### config.mk
export PLATFORM = sky130hd
export DESIGN_NAME = bfsk_ctrl
export DESIGN_NICKNAME = d
export VERILOG_FILES = /design/src/rtl/bfsk_ctrl.v
export VERILOG_INCLUDE_DIRS = /design/src /design/src/rtl
export SDC_FILE = /design/constraint.sdc
export NUM_CORES = 2
export LEC_CHECK = 0
export BUFFER_PORTS_ARGS = -buffer_cell sky130_fd_sc_hd__buf_2
export CAP_MARGIN = 20
export CORE_MARGIN = 4
export CORE_UTILIZATION = 49
export CTS_BUF_LIST = sky130_fd_sc_hd__clkbuf_16
export DETAILED_ROUTE_END_ITERATION = 6
export PLACE_DENSITY = 0.75
export SYNTH_ARGS = -nofsm -noshare
export SYNTH_HDL_FRONTEND = slang
export SYNTH_SLANG_ARGS = --single-unit
### constraint.sdc
create_clock -name clock -period 42.5 [get_ports clock]
set_input_delay 12.75 -clock clock [delete_from_list [all_inputs] [get_ports clock]]
set_output_delay 12.75 -clock clock [all_outputs]
set_load 0.01 [all_outputs]
### src/rtl/bfsk_regs.vh
// Register map, field positions, reset values and timing for bfsk_ctrl.
// Assumes a 10 MHz system clock; figures are kept in their own units.
`ifndef BFSK_REGS_VH
`define BFSK_REGS_VH
`define BFSK_CTRL 8'h00
`define BFSK_CHAN 8'h04
`define BFSK_DLBASE 8'h08
`define BFSK_ULBASE 8'h0C
`define BFSK_HOPOFS 8'h10
`define BFSK_HOPLEN 8'h14
`define BFSK_HOPWR 8'h18
`define BFSK_STATUS 8'h1C
`define BFSK_CTRL_RST 32'h00000000
`define BFSK_F_EN 0
`define BFSK_F_LINK_LO 1
`define BFSK_F_LINK_HI 2
`define BFSK_F_BASE 3
`define BFSK_F_SLOT40 4
`define BFSK_F_HOPEN 5
`define BFSK_F_EPPC 6
`define BFSK_F_MODE_LO 8
`define BFSK_F_MODE_HI 11
`define BFSK_LINK_ADL 2'h0
`define BFSK_LINK_AUL 2'h1
`define BFSK_LINK_XDL 2'h2
`define BFSK_LINK_XUL 2'h3
`define BFSK_DEV_HZ 32'h000000FA
`define BFSK_GRID_HZ 32'h000001F4
`define BFSK_DL_SPC_HZ 32'h000061A8
`define BFSK_UL_SPC_HZ 32'h00003A98
`define BFSK_SPAN_HZ 32'h000036B0
`define BFSK_SLOT_A0 32'h0000000A
`define BFSK_SLOT_A1 32'h00000028
`define BFSK_SLOT_X 32'h00000019
`define BFSK_CLK_HZ 10000000
`define BFSK_DL_BPS 500
`define BFSK_UL_BPS_X2 125
`define BFSK_GUARD_MS 16
`define BFSK_RAMP_US 500
`define BFSK_SLOT_MS 400
`define BFSK_BIT_DL_CYC (`BFSK_CLK_HZ / `BFSK_DL_BPS)
`define BFSK_BIT_UL_CYC (`BFSK_CLK_HZ * 2 / `BFSK_UL_BPS_X2)
`define BFSK_GUARD_CYC (`BFSK_CLK_HZ / 1000 * `BFSK_GUARD_MS)
`define BFSK_RAMP_CYC (`BFSK_CLK_HZ / 1000000 * `BFSK_RAMP_US)
`define BFSK_SLOT_CYC (`BFSK_CLK_HZ / 1000 * `BFSK_SLOT_MS)
`endif

### src/rtl/bfsk_ctrl.v
// BFSK burst frequency and bit-stream controller, APB slave.
// Assumes MAC-side inputs synchronous to clock; synthesizer and PA
// follow toneFreq and paOn directly.
// How it works
// - Bit one sends carrier plus deviation, zero sends carrier minus it.
// - Mode 0 only: 500 bps downlink and A'', 62.5 bps A uplink.
// - A downlink carrier sits on grid slot 10 or 40, chosen by config.
// - A'' links in both directions always use grid slot 25.
// - Channel centres step 15 kHz in uplink, 25 kHz in downlink.
// - Hopping uses a table of downlink channels in planned order.
// - Hop position loads at slot 0, then advances per slot modulo length.
// - Frame-start load value is the low HOP_AW bits of the configured hop start offset.
// - Hop start offset is offered out for the sync PDU.
// - Only A uplink uses the random carrier pick; others plain BFSK.
// - Base station keeps phase continuous; end point may choose.
// - New uplink carrier each burst, except second half of a pair.
// - Uplink carrier is centre minus half span plus step times grain.
// - A 16 ms guard at reduced power precedes each burst.
// - Power ramps settle within 500 us of burst start and end.
// - Carrier retunes only while power is at the guard level.
// - Guard bits alternate at the bit rate, starting with one.
// - A timeslot is 0.4 s and paces the hop position.
//
// Our own choices: the APB register port and the register offsets.
`timescale 1ns/1ns
`include "bfsk_regs.vh"
module bfsk_ctrl #(
    parameter HOP_DEPTH = 16,
    parameter HOP_AW = 4,
    parameter STEP_HZ = 500,
    parameter BIT_DL_CYC = `BFSK_BIT_DL_CYC,
    parameter BIT_UL_CYC = `BFSK_BIT_UL_CYC,
    parameter GUARD_CYC = `BFSK_GUARD_CYC,
    parameter RAMP_CYC = `BFSK_RAMP_CYC,
    parameter SLOT_CYC = `BFSK_SLOT_CYC
) (
    input wire clock,
    input wire rst,
    input wire psel,
    input wire penable,
    input wire pwrite,
    input wire [7:0] paddr,
    input wire [31:0] pwdata,
    output reg [31:0] prdata,
    output reg pready,
    output reg pslverr,
    input wire frameStart,
    input wire burstReq,
    input wire [15:0] burstBits,
    input wire [7:0] macStep,
    input wire pairSecond,
    input wire macBit,
    output reg bitTake,
    output reg txBit,
    output reg [31:0] toneFreq,
    output reg synthLoad,
    output reg paOn,
    output reg rampBusy,
    output reg guardActive,
    output reg burstDone,
    output reg [7:0] hopOffset,
    output reg phaseCont
);
    // One-hot sequencer states; the status register shows them raw
    localparam S_IDLE = 4'h1;
    localparam S_GUARD = 4'h2;
    localparam S_BURST = 4'h4;
    localparam S_DOWN = 4'h8;

    // Configuration copies; only the defined fields are kept
    reg [31:0] ctrl_ff;
    reg [7:0] chan_ff;
    reg [31:0] dlBase_ff;
    reg [31:0] ulBase_ff;
    reg [7:0] hopLen_ff;
    reg [7:0] hopTab_ff [0:HOP_DEPTH-1];
    reg [HOP_AW-1:0] hopIdx_ff;
    reg [7:0] slotNum_ff;
    reg [31:0] slotCnt_ff;
    reg [3:0] state_ff;
    reg [31:0] tmr_ff;
    reg [31:0] bitCnt_ff;
    reg [15:0] bitsLeft_ff;
    reg [7:0] step_ff;
    reg [31:0] carrier_ff;

    // Writes commit on the access edge only; a refused address never lands
    wire wrEn = psel & penable & pwrite & pready;
    wire [1:0] link = ctrl_ff[`BFSK_F_LINK_HI:`BFSK_F_LINK_LO];
    wire modeOk = ctrl_ff[`BFSK_F_MODE_HI:`BFSK_F_MODE_LO] == 4'h0;
    wire isAul = link == `BFSK_LINK_AUL;
    wire [31:0] bitCyc = isAul ? BIT_UL_CYC : BIT_DL_CYC;
    wire lastBitCyc = bitCnt_ff == bitCyc - 32'h1;

    // APB: pready rises for exactly one access cycle per transfer
    always @(posedge clock or posedge rst) begin
        if (rst) begin
            pready <= 1'b0;
            pslverr <= 1'b0;
            prdata <= 32'h00000000;
        end else begin
            pready <= psel & ~penable;
            if (psel & ~penable) begin
                // Unmapped or unaligned: error, reads zero, write dropped
                pslverr <= paddr > `BFSK_STATUS || paddr[1:0] != 2'h0;
                case (paddr)
                    `BFSK_CTRL: prdata <= ctrl_ff;
                    `BFSK_CHAN: prdata <= {24'h000000, chan_ff};
                    `BFSK_DLBASE: prdata <= dlBase_ff;
                    `BFSK_ULBASE: prdata <= ulBase_ff;
                    `BFSK_HOPOFS: prdata <= {24'h000000, hopOffset};
                    `BFSK_HOPLEN: prdata <= {24'h000000, hopLen_ff};
                    `BFSK_STATUS: prdata <= {12'h000, state_ff,
                        slotNum_ff, {(8-HOP_AW){1'b0}}, hopIdx_ff};
                    default: prdata <= 32'h00000000;
                endcase
            end
        end
    end

    always @(posedge clock or posedge rst) begin
        if (rst) begin
            ctrl_ff <= `BFSK_CTRL_RST;
            chan_ff <= 8'h00;
            dlBase_ff <= 32'h00000000;
            ulBase_ff <= 32'h00000000;
            hopOffset <= 8'h00;
            hopLen_ff <= 8'h01;
            phaseCont <= 1'b0;
        end else begin
            if (wrEn && paddr == `BFSK_CTRL)
                ctrl_ff <= {20'h00000, pwdata[11:8], 1'b0, pwdata[6:0]};
            if (wrEn && paddr == `BFSK_CHAN)
                chan_ff <= pwdata[7:0];
            if (wrEn && paddr == `BFSK_DLBASE)
                dlBase_ff <= pwdata;
            if (wrEn && paddr == `BFSK_ULBASE)
                ulBase_ff <= pwdata;
            if (wrEn && paddr == `BFSK_HOPOFS)
                hopOffset <= pwdata[7:0];
            if (wrEn && paddr == `BFSK_HOPLEN)
                hopLen_ff <= pwdata[7:0];
            // Base station role forces it; an end point may opt in
            phaseCont <= ctrl_ff[`BFSK_F_BASE] | ctrl_ff[`BFSK_F_EPPC];
        end
    end

    // Hop table entries: write pwdata[15:8] selects the entry
    // Small table in flip-flops; too shallow to be worth a memory macro
    genvar g;
    generate
        for (g = 0; g < HOP_DEPTH; g = g + 1) begin : gHop
            always @(posedge clock or posedge rst) begin
                if (rst)
                    hopTab_ff[g] <= 8'h00;
                else if (wrEn && paddr == `BFSK_HOPWR && pwdata[15:8] == g)
                    hopTab_ff[g] <= pwdata[7:0];
            end
        end
    endgenerate

    // Timeslot timer and hop position; frameStart marks slot 0
    // frameStart wins over the slot tick so slot 0 always starts fresh
    wire [7:0] hopNext = {{(8-HOP_AW){1'b0}}, hopIdx_ff} + 8'h01;
    always @(posedge clock or posedge rst) begin
        if (rst) begin
            slotCnt_ff <= 32'h00000000;
            slotNum_ff <= 8'h00;
            hopIdx_ff <= {HOP_AW{1'b0}};
        end else if (frameStart) begin
            slotCnt_ff <= 32'h00000000;
            slotNum_ff <= 8'h00;
            hopIdx_ff <= hopOffset[HOP_AW-1:0];
        end else if (slotCnt_ff == SLOT_CYC - 1) begin
            slotCnt_ff <= 32'h00000000;
            slotNum_ff <= slotNum_ff + 8'h01;
            if (hopNext >= hopLen_ff)
                hopIdx_ff <= {HOP_AW{1'b0}};
            else
                hopIdx_ff <= hopNext[HOP_AW-1:0];
        end else begin
            slotCnt_ff <= slotCnt_ff + 32'h1;
        end
    end

    // Carrier for the coming burst
    // Evaluated every cycle but latched only at guard entry, so neither
    // a hop tick nor a register write moves a burst in flight
    reg [7:0] stepSel;
    reg [7:0] chanSel;
    reg [31:0] dlCentre;
    reg [31:0] nxtCarrier;
    always @* begin
        // Second half of a strong uplink pair reuses the first half's step
        stepSel = (pairSecond && isAul) ? step_ff : macStep;
        chanSel = ctrl_ff[`BFSK_F_HOPEN] ? hopTab_ff[hopIdx_ff] : chan_ff;
        dlCentre = dlBase_ff + {24'h000000, chanSel} * `BFSK_DL_SPC_HZ;
        case (link)
            `BFSK_LINK_ADL:
                nxtCarrier = dlCentre - (`BFSK_DL_SPC_HZ >> 1)
                    + (ctrl_ff[`BFSK_F_SLOT40] ? `BFSK_SLOT_A1
                    : `BFSK_SLOT_A0) * `BFSK_GRID_HZ;
            `BFSK_LINK_AUL:
                nxtCarrier = ulBase_ff
                    + {24'h000000, chan_ff} * `BFSK_UL_SPC_HZ
                    - (`BFSK_SPAN_HZ >> 1)
                    + {24'h000000, stepSel} * STEP_HZ;
            default:
                nxtCarrier = dlCentre - (`BFSK_DL_SPC_HZ >> 1)
                    + `BFSK_SLOT_X * `BFSK_GRID_HZ;
        endcase
    end

    // Burst sequencer: idle, guard, burst, ramp-down
    // Ramp-down is not counted in the next guard; bursts meet in idle
    always @(posedge clock or posedge rst) begin
        if (rst) begin
            state_ff <= S_IDLE;
            tmr_ff <= 32'h00000000;
            bitCnt_ff <= 32'h00000000;
            bitsLeft_ff <= 16'h0000;
            step_ff <= 8'h00;
            carrier_ff <= 32'h00000000;
            txBit <= 1'b0;
            bitTake <= 1'b0;
            synthLoad <= 1'b0;
            paOn <= 1'b0;
            rampBusy <= 1'b0;
            guardActive <= 1'b0;
            burstDone <= 1'b0;
        end else begin
            bitTake <= 1'b0;
            synthLoad <= 1'b0;
            burstDone <= 1'b0;
            tmr_ff <= tmr_ff + 32'h1;
            bitCnt_ff <= lastBitCyc ? 32'h00000000 : bitCnt_ff + 32'h1;
            case (state_ff)
                S_IDLE: begin
                    bitCnt_ff <= 32'h00000000;
                    // Request ignored while disabled or mode reserved
                    if (burstReq && ctrl_ff[`BFSK_F_EN] && modeOk) begin
                        state_ff <= S_GUARD;
                        tmr_ff <= 32'h00000000;
                        step_ff <= stepSel;
                        carrier_ff <= nxtCarrier;
                        synthLoad <= 1'b1;
                        guardActive <= 1'b1;
                        txBit <= 1'b1;
                    end
                end
                S_GUARD: begin
                    // No toggle on the closing edge: it would leak a
                    // one-cycle stray bit at burst power
                    if (lastBitCyc && tmr_ff != GUARD_CYC - 1)
                        txBit <= ~txBit;
                    if (tmr_ff == GUARD_CYC - 1) begin
                        state_ff <= S_BURST;
                        tmr_ff <= 32'h00000000;
                        bitCnt_ff <= 32'h00000000;
                        bitsLeft_ff <= burstBits;
                        guardActive <= 1'b0;
                        paOn <= 1'b1;
                        rampBusy <= 1'b1;
                    end
                end
                S_BURST: begin
                    // A burst shorter than the ramp lets the down-ramp win
                    if (tmr_ff == RAMP_CYC - 1)
                        rampBusy <= 1'b0;
                    if (bitCnt_ff == 32'h00000000) begin
                        if (bitsLeft_ff == 16'h0000) begin
                            state_ff <= S_DOWN;
                            tmr_ff <= 32'h00000000;
                            paOn <= 1'b0;
                            rampBusy <= 1'b1;
                        end else begin
                            bitTake <= 1'b1;
                            txBit <= macBit;
                            bitsLeft_ff <= bitsLeft_ff - 16'h0001;
                        end
                    end
                end
                // Power is already low; the tone keeps running meanwhile
                S_DOWN: begin
                    if (tmr_ff == RAMP_CYC - 1) begin
                        state_ff <= S_IDLE;
                        rampBusy <= 1'b0;
                        burstDone <= 1'b1;
                    end
                end
                default: state_ff <= S_IDLE;
            endcase
        end
    end

    // Tone follows the bit one cycle later; carrier only moves in guard
    // The PA level, not the tone, marks silence between bursts
    always @(posedge clock or posedge rst) begin
        if (rst)
            toneFreq <= 32'h00000000;
        else if (txBit)
            toneFreq <= carrier_ff + `BFSK_DEV_HZ;
        else
            toneFreq <= carrier_ff - `BFSK_DEV_HZ;
    end
endmodule

==> flow_summary.ini <==
[run_status]
outcome = finished clean

[worst_setup_path]
timing_worst_setup_path_type = in -> reg
critPathMaxFanout = 8
critical_path.slowest_cell = sky130_fd_sc_hd__fa_1
crit_path_launch_type = input port
crit_required_ps = 42970
worst-endpoint-arrival_ps = 20470
critical_path.top_delay_family = adder cells
timing.critical_path.to_type = flip-flop
critical_path_origin = pairSecond
r2r-start = hopIdx_ff[0]$_DFFE_PP0P_
timing.critical_path.mode_cell = sky130_fd_sc_hd__fa_1
crit_path_max_incr_delay_ps = 580
cp.buffers_inverters = 4

[pwr]
clkPwrFrac_pct = 28.7
sw_share_pct = 36.8
p_switching_uw = 580
power_frac_comb_pct = 40.1
vdd.ir_drop.worst_mv = 0.0527
total_leakage_power_uw = 0.0170
p_per_area_nw_per_um2 = 45.1
power_frac_seq_pct = 31.2
power.total_uw = 1580
intPower_uw = 996

[timing]
report.final.hold_viol_count = 0
report.final.setup_viol = 0
min_period_ps = 20000
final_max_slew_viols = 0
fin_tns_setup_ps = 0
setup_repair_after_global_routing_missed_its_margin = false
period_share_pct = 47.1
clock_skew_ps = 31.4
fmaxAchievable_mhz = 50.0
slew-limit-headroom_pct = 29.6
worst-slew-pin-transition_ps = 1050

[global_routing]
globalRouteTotalUtil_pct = 22.2
grt.overflow.total = 0
wire_length_of_the_first_global_routing_pass_um = 124000
pin_count_of_the_biggest_net_entering_global_routing = 161
antenna_found_initial = 4
grt_pass1_vias = 23600

[clocking]
clk_latency_ps = 610
cts_root_buffer = sky130_fd_sc_hd__clkbuf_16
clock_input_transition_at_the_sequential_cells_of_the_worst_setup_and_hold_paths_ps = 60
cts_hold_bufs = 0
cts_post_setup_buffers_inserted = 0
ctsResizeCount = 0
cts_sinks = 469
clock_tree.htree_level_count = 2
tritoncts.num_buffers = 52
cts_tree = built
cts_buffer_depth = 3

[yosys]
syn-mean-instance-area_um2 = 9.88
ys_ff_latch = 469
synth_cell_type_count = 73
syn-num-nets = 3643
yosys_most_used_dff = sky130_fd_sc_hd__dfrtp_1
synth_enable_flop_cells = 0
synth.area.top_cells = sky130_fd_sc_hd__dfrtp_1, sky130_fd_sc_hd__ha_1, sky130_fd_sc_hd__mux2_2
synth_top_cell_by_area = sky130_fd_sc_hd__dfrtp_1
netlist.area_leader.share_pct = 37.0
summed_instance_area_of_the_synthesized_netlist_um2 = 31600
synthArstFlopShare_pct = 100
synth-warning-count = 0
synth.yosys.seq_area_share_pct = 37.2
syn-instance-count = 3194

[drt]
total_number_of_vias = 23700
ant_nets = 0
route.detailed.drc = 0
detail_route.vias_per_cell = 5.64
drt_iter0_drc = 1558
drt-total-wl_um = 75800
wl_per_cell_um = 18.0
firstDrtPassIters = 7

[worst_hold_path]
min-delay-start = tmr_ff[0]$_DFF_PP0_
worst_hold_path_type = reg -> reg

[place]
gp_congestion = 0.918
post-place-cells = 4106
io_buffer_count = 154
dp_hpwl_um = 56500

[floorplanning]
fp.dieH_um = 262
start_util_pct = 49.8
io_pins = 155
die_x_um = 262
fp.coreArea_um2 = 63400
die_area_um2 = 68500
placement_rows = 92

[finish]
area_added_between_synthesis_and_finish_pct = 10.8
most_frequent_cells_in_the_layout = sky130_fd_sc_hd__dfrtp_1, sky130_fd_sc_hd__ha_1, sky130_fd_sc_hd__nand2_1, sky130_fd_sc_hd__inv_1, sky130_fd_sc_hd__nor2_1
drive_above_1_share_pct = 15.0
design.final.nets = 3765
fillerInstances = 5486
final-instance-count-excl-fill = 4208
layout.cells.most_common = sky130_fd_sc_hd__dfrtp_1

[flow_run]
max_cap_violations = 0
[routing by layer]
metal	wire (um)	GRT usage [%]	vias up
met5	24	0	-
met4	3090	8.91	4
met3	3310	2.92	157
met2	36200	37.3	528
met1	33200	29.3	11600
li1	-	-	11400
[power by group through the flow]
stage | combinational (uW) | sequential [uW] | clock (uW)
final | 632 | 492 | 452
after global routing | 707 | 495 | 481
after CTS | 625 | 492 | 461
after detailed placement | 620 | 499 | 0
after global placement | 611 | 499 | 0
after floorplan | 475 | 503 | 0
[path summary, 6_finish.rpt]
| check | cells after the start | endpoint | slack (ps) |
|---|---|---|---|
| max | 32 | carrier_ff[30]$_DFFE_PP0P_ | 22500 |
| min | 1 | tmr_ff[0]$_DFF_PP0_ | 460 |
| max reg2reg | 32 | carrier_ff[29]$_DFFE_PP0P_ | 32560 |
| min reg2reg | 1 | tmr_ff[0]$_DFF_PP0_ | 460 |
| max in group asynchronous | 4 | hopTab_ff[0]$_DFFE_PP0P_ | 27930 |
| min in group asynchronous | 2 | slotCnt_ff[26]$_DFF_PP0_ | 12280 |
[registers in the layout, indices dropped and copies added, names as in the netlist, 8 cells and up]
name and cells:
toneFreq 32, bitsLeft_ff 16, dlBase_ff 32, ulBase_ff 32, tmr_ff 32, hopTab_ff 128
slotCnt_ff 32, prdata 32, hopOffset 8, ctrl_ff 11, chan_ff 8, hopLen_ff 8
bitCnt_ff 32, step_ff 8, carrier_ff 32, slotNum_ff 8
[cells in the mapped netlist, drive strengths merged, types with 10 or more instances]
cell and n:
and3 44, mux2i 48, xor2 99, dfrtp 467
nand2 292, inv 246, o21a 19, nor2b 19
or3 27, a211oi 22, nand3 83, o22ai 13
nor3 41, fa 74, nand2b 24, o211ai 10
and2 15, nand3b 12, a31oi 18, o21ai 210
nor2 255, o21bai 24, xnor2 131, ha 302
nand4 15, clkbuf 102, mux2 181, nor4b 10
a21o 40, a21oi 163, nor4 25, mux4 40
[layout make-up]
cell class	instances	area [um^2]	area share (%)
well taps	846	1060	3.03
flip-flops and latches	469	11700	33.6
multi-input cells	2369	18500	52.9
inverters	246	931	2.66
clock inverters	44	403	1.15
clock buffers	53	1330	3.79
repair buffers	178	988	2.83
diodes	3	7.51	0.0215
[kinds of logic (layout without fill, tap and decap cells)]
family / count (synthesis) / after routing / share of synthesized area, %
flops: 469 / 469 / 37.2
other cells: 0 / 3 / 0
mux: 269 / 269 / 10.8
compound gates: 596 / 596 / 11.4
xor+xnor: 230 / 230 / 6.38
simple gates: 898 / 898 / 13.3
fa+ha+maj: 376 / 376 / 16.7
buf+inv: 356 / 521 / 4.24
[per-stage QoR]
stage               utilization [%]  hold slack (ps)  worst slack [ps]  area, um^2
finish                         55.1              462             22500       35000
global placement               52.3              449             22170       33200
global route                   55.1              497             22060       35000
detailed placement             52.3              459             22080       33200
floorplan                         -              354             16670       31600
CTS                            55.0              468             22630       34900
Note: power is estimated with default switching activity, not from simulation.
